File: config.mk
export PLATFORM = sky130hd
export DESIGN_NAME = lbam_monitor
export DESIGN_NICKNAME = d
export VERILOG_FILES = /design/src/include/lbam_pkg.sv /design/src/include/lbam_evt_if.sv /design/src/core/lbam_bucket.sv /design/src/core/lbam_monitor.sv
export SDC_FILE = /design/constraint.sdc
export NUM_CORES = 1
export LEC_CHECK = 0
export ABC_AREA = 1
export BUFFER_PORTS_ARGS = -buffer_cell sky130_fd_sc_hd__buf_2
export CORE_ASPECT_RATIO = 1.5
export CORE_MARGIN = 1
export CORE_UTILIZATION = 57
export DETAILED_ROUTE_END_ITERATION = 6
export GPL_ROUTABILITY_DRIVEN = 0
export MAX_ROUTING_LAYER = met4
export PLACE_DENSITY = 0.8
export SLEW_MARGIN = 5
export SYNTH_ARGS = -nofsm -noshare
export SYNTH_HDL_FRONTEND = slang
export SYNTH_SLANG_ARGS = --single-unit
File: constraint.sdc
create_clock -name clk -period 2.7 [get_ports clk]
set_clock_uncertainty 0.05 [all_clocks]
set_input_delay 0 -clock clk [delete_from_list [all_inputs] [get_ports clk]]
set_output_delay 0 -clock clk [all_outputs]
set_load 0.05 [all_outputs]
File: src/include/lbam_pkg.sv
// Package for the leaky-bucket activity monitor: register map, fields, resets, timing.
// Assumes a 125 MHz system clock and a 32-bit Avalon-MM register bus.
package lbam_pkg;
    // ----------------------------------------
    // Register byte addresses
    // ----------------------------------------
    localparam logic [7:0] ADDR_DRAIN_RATE_CFG2 = 8'h5B;
    localparam logic [7:0] ADDR_SET_LIMIT_CFG3 = 8'h5C;
    localparam logic [7:0] ADDR_CLEAR_LIMIT_CFG3 = 8'h5D;
    localparam logic [7:0] ADDR_BUCKET_MAX_CFG3 = 8'h5E;
    localparam logic [7:0] ADDR_STATUS = 8'h60;
    localparam logic [7:0] ADDR_IRQ_STATUS = 8'h64;
    localparam logic [7:0] ADDR_IRQ_MASK = 8'h68;
    localparam logic [7:0] ADDR_CONTROL = 8'h6C;
    // ----------------------------------------
    // Reset values
    // ----------------------------------------
    localparam logic [7:0] RST_DRAIN_RATE = 8'h01;
    localparam logic [7:0] RST_SET_LIMIT = 8'h06;
    localparam logic [7:0] RST_CLEAR_LIMIT = 8'h04;
    localparam logic [7:0] RST_BUCKET_MAX = 8'h08;
    localparam logic [1:0] RST_IRQ_MASK = 2'h0;
    // ----------------------------------------
    // Field positions
    // ----------------------------------------
    localparam int DRAIN_LSB = 0;
    localparam int DRAIN_W = 2;
    localparam int IRQ_RAISE_BIT = 0;
    localparam int IRQ_CLEAR_BIT = 1;
    localparam int STAT_ALARM_BIT = 8;
    localparam int CTRL_SRC_BIT = 0;
    localparam logic [1:0] IRQ_W_ONES = 2'h3;
    // ----------------------------------------
    // Timing
    // ----------------------------------------
    localparam longint CLK_HZ = 125000000;
    localparam longint EVAL_MS = 128;
    localparam longint EVAL_CYCLES = (CLK_HZ * EVAL_MS) / 1000;
endpackage : lbam_pkg

File: src/include/lbam_evt_if.sv
// Carrier between the monitor top and its bucket core.
// Assumes both ends share one clock.
`timescale 1ns/1ps
interface lbam_evt_if;
    logic tick;
    logic fault;
    logic [1:0] drainRate;
    logic [7:0] setLimit;
    logic [7:0] clearLimit;
    logic [7:0] bucketMax;
    logic [7:0] level;
    logic alarm;
    modport ctrl (output tick, output fault, output drainRate, output setLimit, output clearLimit,
        output bucketMax, input level, input alarm);
    modport core (input tick, input fault, input drainRate, input setLimit, input clearLimit,
        input bucketMax, output level, output alarm);
endinterface : lbam_evt_if

File: src/core/lbam_bucket.sv
// Leaky-bucket accumulator with alarm hysteresis.
// Assumes one tick per evaluation cycle and fault held valid with it.
`timescale 1ns/1ps
module lbam_bucket (
    input wire logic clk,
    input wire logic rst_n,
    lbam_evt_if.core evt
);
    logic [7:0] level_r;
    logic [7:0] level_nxt;
    logic alarm_r;
    logic alarm_nxt;
    logic [2:0] quiet_r;
    logic [2:0] quiet_nxt;
    logic [2:0] periodMask;
    logic drainDue;
    logic canFill;
    logic canDrain;

    // ----------------------------------------
    // Drain period select
    // ----------------------------------------
    assign periodMask = (evt.drainRate == 2'h0) ? 3'h0 :
                        (evt.drainRate == 2'h1) ? 3'h1 :
                        (evt.drainRate == 2'h2) ? 3'h3 : 3'h7;
    assign drainDue = ((quiet_r & periodMask) == periodMask);
    assign canFill = (level_r < evt.bucketMax);
    assign canDrain = (level_r != 8'h00);

    assign quiet_nxt = !evt.tick ? quiet_r :
                       (evt.fault || drainDue) ? 3'h0 : quiet_r + 3'h1;
    assign level_nxt = !evt.tick ? level_r :
                       evt.fault ? (canFill ? level_r + 8'h01 : level_r) :
                       (drainDue && canDrain) ? level_r - 8'h01 : level_r;
    // Hysteresis: set wins if both limits coincide; judged only at a window end
    assign alarm_nxt = !evt.tick ? alarm_r :
                       (level_nxt >= evt.setLimit) ? 1'b1 :
                       (level_nxt <= evt.clearLimit) ? 1'b0 : alarm_r;

    always_ff @(posedge clk) begin
        if (!rst_n) begin
            level_r <= 8'h00;
            quiet_r <= 3'h0;
            alarm_r <= 1'b0;
        end else begin
            level_r <= level_nxt;
            quiet_r <= quiet_nxt;
            alarm_r <= alarm_nxt;
        end
    end

    assign evt.level = level_r;
    assign evt.alarm = alarm_r;
endmodule : lbam_bucket

File: src/core/lbam_monitor.sv
// Leaky-bucket activity monitor top: Avalon-MM registers, evaluation timer, interrupt.
// Assumes fault inputs are asynchronous pins; single 125 MHz clock, synchronous reset.
//
// What this block does
// - Judge the input once per fixed 128 ms evaluation cycle.
// - Each faulty or erratic cycle adds one to the bucket, or nothing once the count is at the bucket maximum.
// - Each quiet decay period of 1, 2, 4 or 8 cycles subtracts one.
// - Decay code 00/01/10/11 gives 128/256/512/1024 ms per decrement.
// - Decay setting sits in bits 1:0; bits 7:2 unused.
// - Alarm rises when the count reaches the upper threshold.
// - Upper threshold is an 8-bit read/write register at 5C.
// - Programmable lower threshold; alarm clears when count falls to it.
// - Programmable bucket maximum; a fault never raises the count past it.
`timescale 1ns/1ps
module lbam_monitor #(
    parameter longint EVAL_CYCLES = lbam_pkg::EVAL_CYCLES
) (
    input wire logic clk,
    input wire logic rst_n,
    input wire logic [7:0] avs_address,
    input wire logic avs_read,
    input wire logic avs_write,
    input wire logic [31:0] avs_writedata,
    input wire logic [3:0] avs_byteenable,
    output logic [31:0] avs_readdata,
    output logic avs_waitrequest,
    input wire logic failIn,
    input wire logic erraticIn,
    output logic alarmOut,
    output logic irq
);
    // ----------------------------------------
    // Input synchronisers
    // ----------------------------------------
    logic [2:0] failSync_r;
    logic [2:0] errSync_r;
    logic failStable_r;
    logic errStable_r;
    logic sawFault_r;
    logic sawFault_nxt;

    always_ff @(posedge clk) begin
        if (!rst_n) begin
            failSync_r <= 3'h0;
            errSync_r <= 3'h0;
        end else begin
            failSync_r <= {failSync_r[1:0], failIn};
            errSync_r <= {errSync_r[1:0], erraticIn};
        end
    end

    // A change counts only once stages two and three agree
    always_ff @(posedge clk) begin
        if (!rst_n) begin
            failStable_r <= 1'b0;
            errStable_r <= 1'b0;
        end else begin
            if (failSync_r[1] == failSync_r[2]) begin
                failStable_r <= failSync_r[2];
            end
            if (errSync_r[1] == errSync_r[2]) begin
                errStable_r <= errSync_r[2];
            end
        end
    end

    // ----------------------------------------
    // Evaluation timer
    // ----------------------------------------
    logic [31:0] evalCnt_r;
    logic [31:0] evalCnt_nxt;
    logic tick_r;
    logic evalEnd;

    assign evalEnd = (evalCnt_r == 32'(EVAL_CYCLES - 1));
    assign evalCnt_nxt = evalEnd ? 32'h0 : evalCnt_r + 32'h1;
    // Any fault seen during the window is latched until its end
    assign sawFault_nxt = evalEnd ? 1'b0 : (sawFault_r | failStable_r | errStable_r);

    always_ff @(posedge clk) begin
        if (!rst_n) begin
            evalCnt_r <= 32'h0;
            tick_r <= 1'b0;
            sawFault_r <= 1'b0;
        end else begin
            evalCnt_r <= evalCnt_nxt;
            tick_r <= evalEnd;
            sawFault_r <= sawFault_nxt;
        end
    end

    // ----------------------------------------
    // Registers
    // ----------------------------------------
    logic [7:0] drainRate_r;
    logic [7:0] setLimit_r;
    logic [7:0] clearLimit_r;
    logic [7:0] bucketMax_r;
    logic [1:0] irqStatus_r;
    logic [1:0] irqStatus_nxt;
    logic [1:0] irqMask_r;
    logic judged_r;
    logic waitPend_r;
    logic [31:0] rdData_r;
    logic [31:0] rdData_nxt;
    logic alarmOut_r;
    logic irq_r;
    logic alarmPrev_r;
    logic waitReq_r;

    lbam_evt_if evt ();

    // Fault of the just-closed window goes with the tick
    assign evt.tick = tick_r;
    assign evt.fault = judged_r;
    assign evt.drainRate = drainRate_r[lbam_pkg::DRAIN_LSB +: lbam_pkg::DRAIN_W];
    assign evt.setLimit = setLimit_r;
    assign evt.clearLimit = clearLimit_r;
    assign evt.bucketMax = bucketMax_r;

    lbam_bucket u_bucket (
        .clk(clk),
        .rst_n(rst_n),
        .evt(evt)
    );

    // One wait state: the access completes on the second edge
    logic busAccess;
    logic accDone;
    logic wrEn;
    logic wrLow;
    logic selDrain;
    logic selSet;
    logic selClear;
    logic selMax;
    logic selIrqS;
    logic selIrqM;

    assign busAccess = avs_read | avs_write;
    assign accDone = busAccess & waitPend_r;
    assign wrEn = avs_write & waitPend_r;
    assign wrLow = wrEn & avs_byteenable[0];
    assign selDrain = (avs_address == lbam_pkg::ADDR_DRAIN_RATE_CFG2);
    assign selSet = (avs_address == lbam_pkg::ADDR_SET_LIMIT_CFG3);
    assign selClear = (avs_address == lbam_pkg::ADDR_CLEAR_LIMIT_CFG3);
    assign selMax = (avs_address == lbam_pkg::ADDR_BUCKET_MAX_CFG3);
    assign selIrqS = (avs_address == lbam_pkg::ADDR_IRQ_STATUS);
    assign selIrqM = (avs_address == lbam_pkg::ADDR_IRQ_MASK);

    // Events: alarm raised and alarm cleared; set wins over a write-one clear
    logic raiseEvt;
    logic clearEvt;
    logic [1:0] irqClr;
    assign raiseEvt = evt.alarm & ~alarmPrev_r;
    assign clearEvt = ~evt.alarm & alarmPrev_r;
    assign irqClr = (wrLow & selIrqS) ? avs_writedata[1:0] : 2'h0;
    assign irqStatus_nxt = (irqStatus_r & ~irqClr) | {clearEvt, raiseEvt};

    // Unmapped addresses read as zero; writes to them are dropped
    assign rdData_nxt =
        selDrain ? {24'h0, 6'h0, drainRate_r[1:0]} :
        selSet ? {24'h0, setLimit_r} :
        selClear ? {24'h0, clearLimit_r} :
        selMax ? {24'h0, bucketMax_r} :
        (avs_address == lbam_pkg::ADDR_STATUS) ? {23'h0, evt.alarm, evt.level} :
        selIrqS ? {30'h0, irqStatus_r} :
        selIrqM ? {30'h0, irqMask_r} :
        32'h0;

    always_ff @(posedge clk) begin
        if (!rst_n) begin
            waitPend_r <= 1'b0;
            waitReq_r <= 1'b1;
            rdData_r <= 32'h0;
        end else begin
            waitPend_r <= busAccess & ~waitPend_r;
            // Kept as its own flop so the port comes straight from a register
            waitReq_r <= ~(busAccess & ~waitPend_r);
            rdData_r <= (avs_read & ~waitPend_r) ? rdData_nxt : rdData_r;
        end
    end

    always_ff @(posedge clk) begin
        if (!rst_n) begin
            drainRate_r <= lbam_pkg::RST_DRAIN_RATE;
            setLimit_r <= lbam_pkg::RST_SET_LIMIT;
            clearLimit_r <= lbam_pkg::RST_CLEAR_LIMIT;
            bucketMax_r <= lbam_pkg::RST_BUCKET_MAX;
            irqMask_r <= lbam_pkg::RST_IRQ_MASK;
        end else if (wrLow) begin
            if (selDrain) begin
                drainRate_r <= {6'h0, avs_writedata[1:0]};
            end
            if (selSet) begin
                setLimit_r <= avs_writedata[7:0];
            end
            if (selClear) begin
                clearLimit_r <= avs_writedata[7:0];
            end
            if (selMax) begin
                bucketMax_r <= avs_writedata[7:0];
            end
            if (selIrqM) begin
                irqMask_r <= avs_writedata[1:0];
            end
        end
    end

    always_ff @(posedge clk) begin
        if (!rst_n) begin
            irqStatus_r <= 2'h0;
            alarmPrev_r <= 1'b0;
            alarmOut_r <= 1'b0;
            irq_r <= 1'b0;
            judged_r <= 1'b0;
        end else begin
            irqStatus_r <= irqStatus_nxt;
            alarmPrev_r <= evt.alarm;
            alarmOut_r <= evt.alarm;
            irq_r <= |(irqStatus_nxt & irqMask_r);
            // Latched flag of the closing window, not its cleared next value
            judged_r <= evalEnd ? sawFault_r | failStable_r | errStable_r : judged_r;
        end
    end

    assign avs_readdata = rdData_r;
    assign avs_waitrequest = waitReq_r;
    assign alarmOut = alarmOut_r;
    assign irq = irq_r;
endmodule : lbam_monitor

==> results by stage <==
Die:
- The core area is 9250 um^2.
- The initial core utilization is 0.589.
- The floorplan has 43 rows.
- For this design the top-level I/O count stands at 85.
- The overall die area is 9960 um^2.
- The floorplan die width is 81.8 um.
- The die is 122 um tall.

Pwr:
- The power density normalized to cell area is 473 nW/um^2.
- The share of total power dissipated in the clock network is 0.448.
- The leakage component of the power is 2.81 nW.
- The share of total power dissipated in sequential elements is 0.483.
- The share of power burned in combinational logic is 0.069.
- The analysis attributes to net switching a power of 770 uW.
- Cell internal power was estimated by the tool at 2.26 mW.
- The largest vdd supply drop is 0.000391 V.
- The share of total power consumed by net switching is 0.254.
- Overall power consumption after layout is estimated at 3.03 mW.

Placed design:
- The instance area after placement is 5720 um^2.
- Once detailed placement completed, the half-perimeter wirelength came to 9.88 mm.
- During placement, the flow inserted port buffers numbering 34.
- Before CTS, the worst setup slack after placement is 0.00946 ns.
- The post-placement cell count is 911.

Synth:
- The number of storage elements in the synthesis netlist is 98.
- The mapped netlist covers 5450 um^2.
- The share of flip-flops with an asynchronous set or reset is 0.
- The top flip-flop cell by instance count after synthesis is dfxtp_1.
- The proportion of netlist area held by the largest area contributor is 0.360.
- For this run, the register share of the synthesized area comes to 0.360.
- The mean instance size in the synthesized netlist is 7.13 um^2.
- The Yosys warning count is 0.
- By area the synthesized netlist is led by dfxtp_1 36%, nand2_1 9.4%, inv_1 7.2%, ha_1 6.2%, nor2_1 5.9%.
- Synthesis instantiated 42 different standard cells from the library.
- The number of instances in the synthesized netlist is 764.
- The count of flip-flops with a built-in enable after synthesis is 0.
- The largest area contributor in the synthesized netlist is dfxtp_1.

Clock network:
- The H-tree was split into 3 levels.
- The clock transition time at the flip-flop clock pins of the worst setup and hold paths is 0.07 ns.
- TritonCTS built the clock tree.
- The longest clock path from root to sink contains 2 buffers.
- The cell at the root of the clock tree is clkbuf_16.
- The clock latency on the worst-skew pair is 0.35 ns.
- The count of clock tree sinks is 98.
- The number of buffers added by the clock tree synthesis step is 9.

Cells and area:
- The core utilization of the finished layout is 0.693.
- The repair_antennas step left the layout with diodes totalling 0.
- With fillers left out, the area of the finished cells amounts to 6410 um^2.
- Relative to the synthesized area, the layout overhead comes to 17.7%.
- For this run, the post-layout net count is 902.
- The leading cell type in the layout, fill and taps excluded is nand2_1.
- Leaving out fill and tap cells, the most frequent cells in the layout are 123 x nand2_1, 97 x inv_1, 93 x dfxtp_1.
- Of the cells placed in the final design, the portion with a size suffix greater than 1 is 0.184.
- The count of placed standard cells in the final layout, fillers left out is 942.

Critical path:
- At the worst endpoint, the required time is 2.95 ns.
- For the worst setup path, the data arrival time is 2.88 ns.
- The category of the worst setup path launch point is a register.
- The most common cell type on the critical path is nand2_2.
- The maximum fanout encountered on the critical timing path is 4.
- The setup path with the least slack is of type register to register.
- The cell at the slowest stage of the critical path is dfxtp_4.
- The endpoint class of the critical path is a register.
- The critical path goes through inv_4, ha_4, nand2_2, nor2_1, nand3_1, nand2_2, nand2_2, nand2_2, nor2_4, nand3_2, nand2_1, inv_1, nor2_2, inv_2, ha_4, nand2_1, nor2_2, nand4_1, o2111ai_2, nand3_1, nand2_1.
- The largest single stage delay on the critical path is 0.38 ns.

GRT:
- The wire length of the first global-routing pass is 22.1 mm.
- Across every metal layer, demand over resource in global routing totals 0.302.
- The via count of the first global-routing pass is 4914.
- The pin count of the biggest net entering global routing is 35.
- The number of antenna violations at the first check in global routing was 0.
- The remaining global-route overflow is 0.

Run status:
- The flow ran to the end, and the final reports show no timing, DRC or antenna violations.

Routing:
- The number of violations reported at the end of detailed-routing iteration 0 is 449.
- After detailed routing, the number of remaining DRC violations is 0.
- The total number of vias is 5302.
- The final wirelength is 14.2 mm.
- In the routed layout, each cell is associated on average with a via count of 5.63.
- The number of search-and-repair iterations in the first detailed-routing pass is 5.
- The number of antenna-violating nets in the routed design is 0.
- In the final routed layout, each cell accounts on average for 15.1 um.

STA:
- The hold slack is 0.120 ns.
- Setup violations remaining at the end of the flow were counted as 0.
- The final max-slew violation count was 0.
- The smallest clock period supported by the final layout is computed as 2.63 ns.
- For this run, the top clock speed supported by timing is 381 MHz.
- The share of the clock period used by the worst path after layout is 0.973.
- The slew at the pin with the worst max-slew slack is 0.937 ns.
- Setup total negative slack on the finished layout was measured at 0 ns.
- Measured against its own limit, the worst slew margin works out to 0.375.
- In the post-route analysis, the smallest setup slack over all paths is 0.0736 ns.
- The number of hold-slack violations in the final timing report is 0.

Worst hold path:
- The min-delay analysis places its worst path in the category primary input to register.

Job:
- The number of max-cap violations is 0.
[layer usage]
metal / vias to the layer above / track usage / part of all wire
met5: - / - / 0
met4: 0 / 0.197 / 0.063
met3: 82 / 0.0614 / 0.048
met2: 222 / 0.507 / 0.52
met1: 2420 / 0.310 / 0.37
li1: 2578 / - / -
[cell type report]
cell class / instances / area (um^2)
clock buffer: 10 / 239
clock inverter: 6 / 73.8
fill: 729 / 2850
inverter: 109 / 412
multi-input combinational: 540 / 3130
sequential: 98 / 1970
tap: 112 / 140
timing repair buffer: 67 / 448
[registers in the layout, summed over array words and instances (netlist names)]
signal and flops:
evalCnt_r 32, avs_readdata 9, bucketMax_r 8, clearLimit_r 8
evt.setLimit 8, u_bucket.evt.level 8, errSync_r 3, failSync_r 3
u_bucket.quiet_r 3, drainRate_r 2, irqMask_r 2, irqStatus_r 2
alarmPrev_r 1, avs_waitrequest 1, errStable_r 1, evt.fault 1
evt.tick 1, failStable_r 1, irq 1, sawFault_r 1
u_bucket.evt.alarm 1, waitPend_r 1
[worst max-delay path: cells and delay by family (launching register included)]
family / cells / cell delay (ns)
AO/OA/AOI/OAI: 1 / 0.10
adder cells (fa/ha/maj): 2 / 0.42
buffers and inverters: 3 / 0.18
flip-flops: 1 / 0.38
AND/OR/NAND/NOR: 15 / 1.44
[path summary, 6_finish.rpt]
path	start	end	slack (ns)	depth (start not counted)
worst max-delay path	u_bucket.evt.level[1]$_SDFF_PN0_	u_bucket.evt.alarm$_SDFFE_PN0P_	0.07	21
worst max register to register	u_bucket.evt.level[1]$_SDFF_PN0_	u_bucket.evt.alarm$_SDFFE_PN0P_	0.07	21
worst min-delay path	rst_n	errSync_r[1]$_SDFF_PN0_	0.12	4
worst min register to register	errSync_r[0]$_SDFF_PN0_	errSync_r[1]$_SDFF_PN0_	0.37	2
[logic make-up after synthesis]
family | Yosys count | synth area share
xor+xnor | 16 | 0.0257
flops | 98 | 0.360
simple gates | 334 | 0.292
compound gates | 140 | 0.138
other cells | 1 | 0.000689
fa+ha+maj | 27 | 0.0620
buf+inv | 148 | 0.121
[cells in the mapped netlist (3+ instances only)]
cell and instances:
a211oi_1 5, a21oi_1 59, buf_2 6, buf_4 26, clkbuf_1 7, dfxtp_1 98
ha_1 27, inv_1 104, inv_2 5, nand2_1 136, nand2_2 4, nand3_1 31
nand4_1 16, nor2_1 86, nor2_2 5, nor2_4 3, nor3_1 23, nor3_2 5
nor3b_2 3, nor4_1 6, o21ai_0 50, o21ai_1 10, o21bai_1 4, o22ai_1 4
or2_0 3, xnor2_1 6, xor2_1 10
[what timing repair did]
item,CTS,global route
pin swaps,0,22
resized for setup,2,57
endpoints found under the hold margin,31,0
hold buffers,12,0
endpoints found under the setup margin,1,1
setup buffers,0,3
[power groups by stage]
stage	clock network [mW]	logic, mW	registers [mW]
finish	1.36	0.210	1.46
global route	1.42	0.227	1.46
CTS	1.37	0.207	1.46
detailed placement	0	0.192	1.50
global placement	0	0.188	1.50
floorplan	0	0.158	1.51
Note: power is estimated with default switching activity, not from simulation.
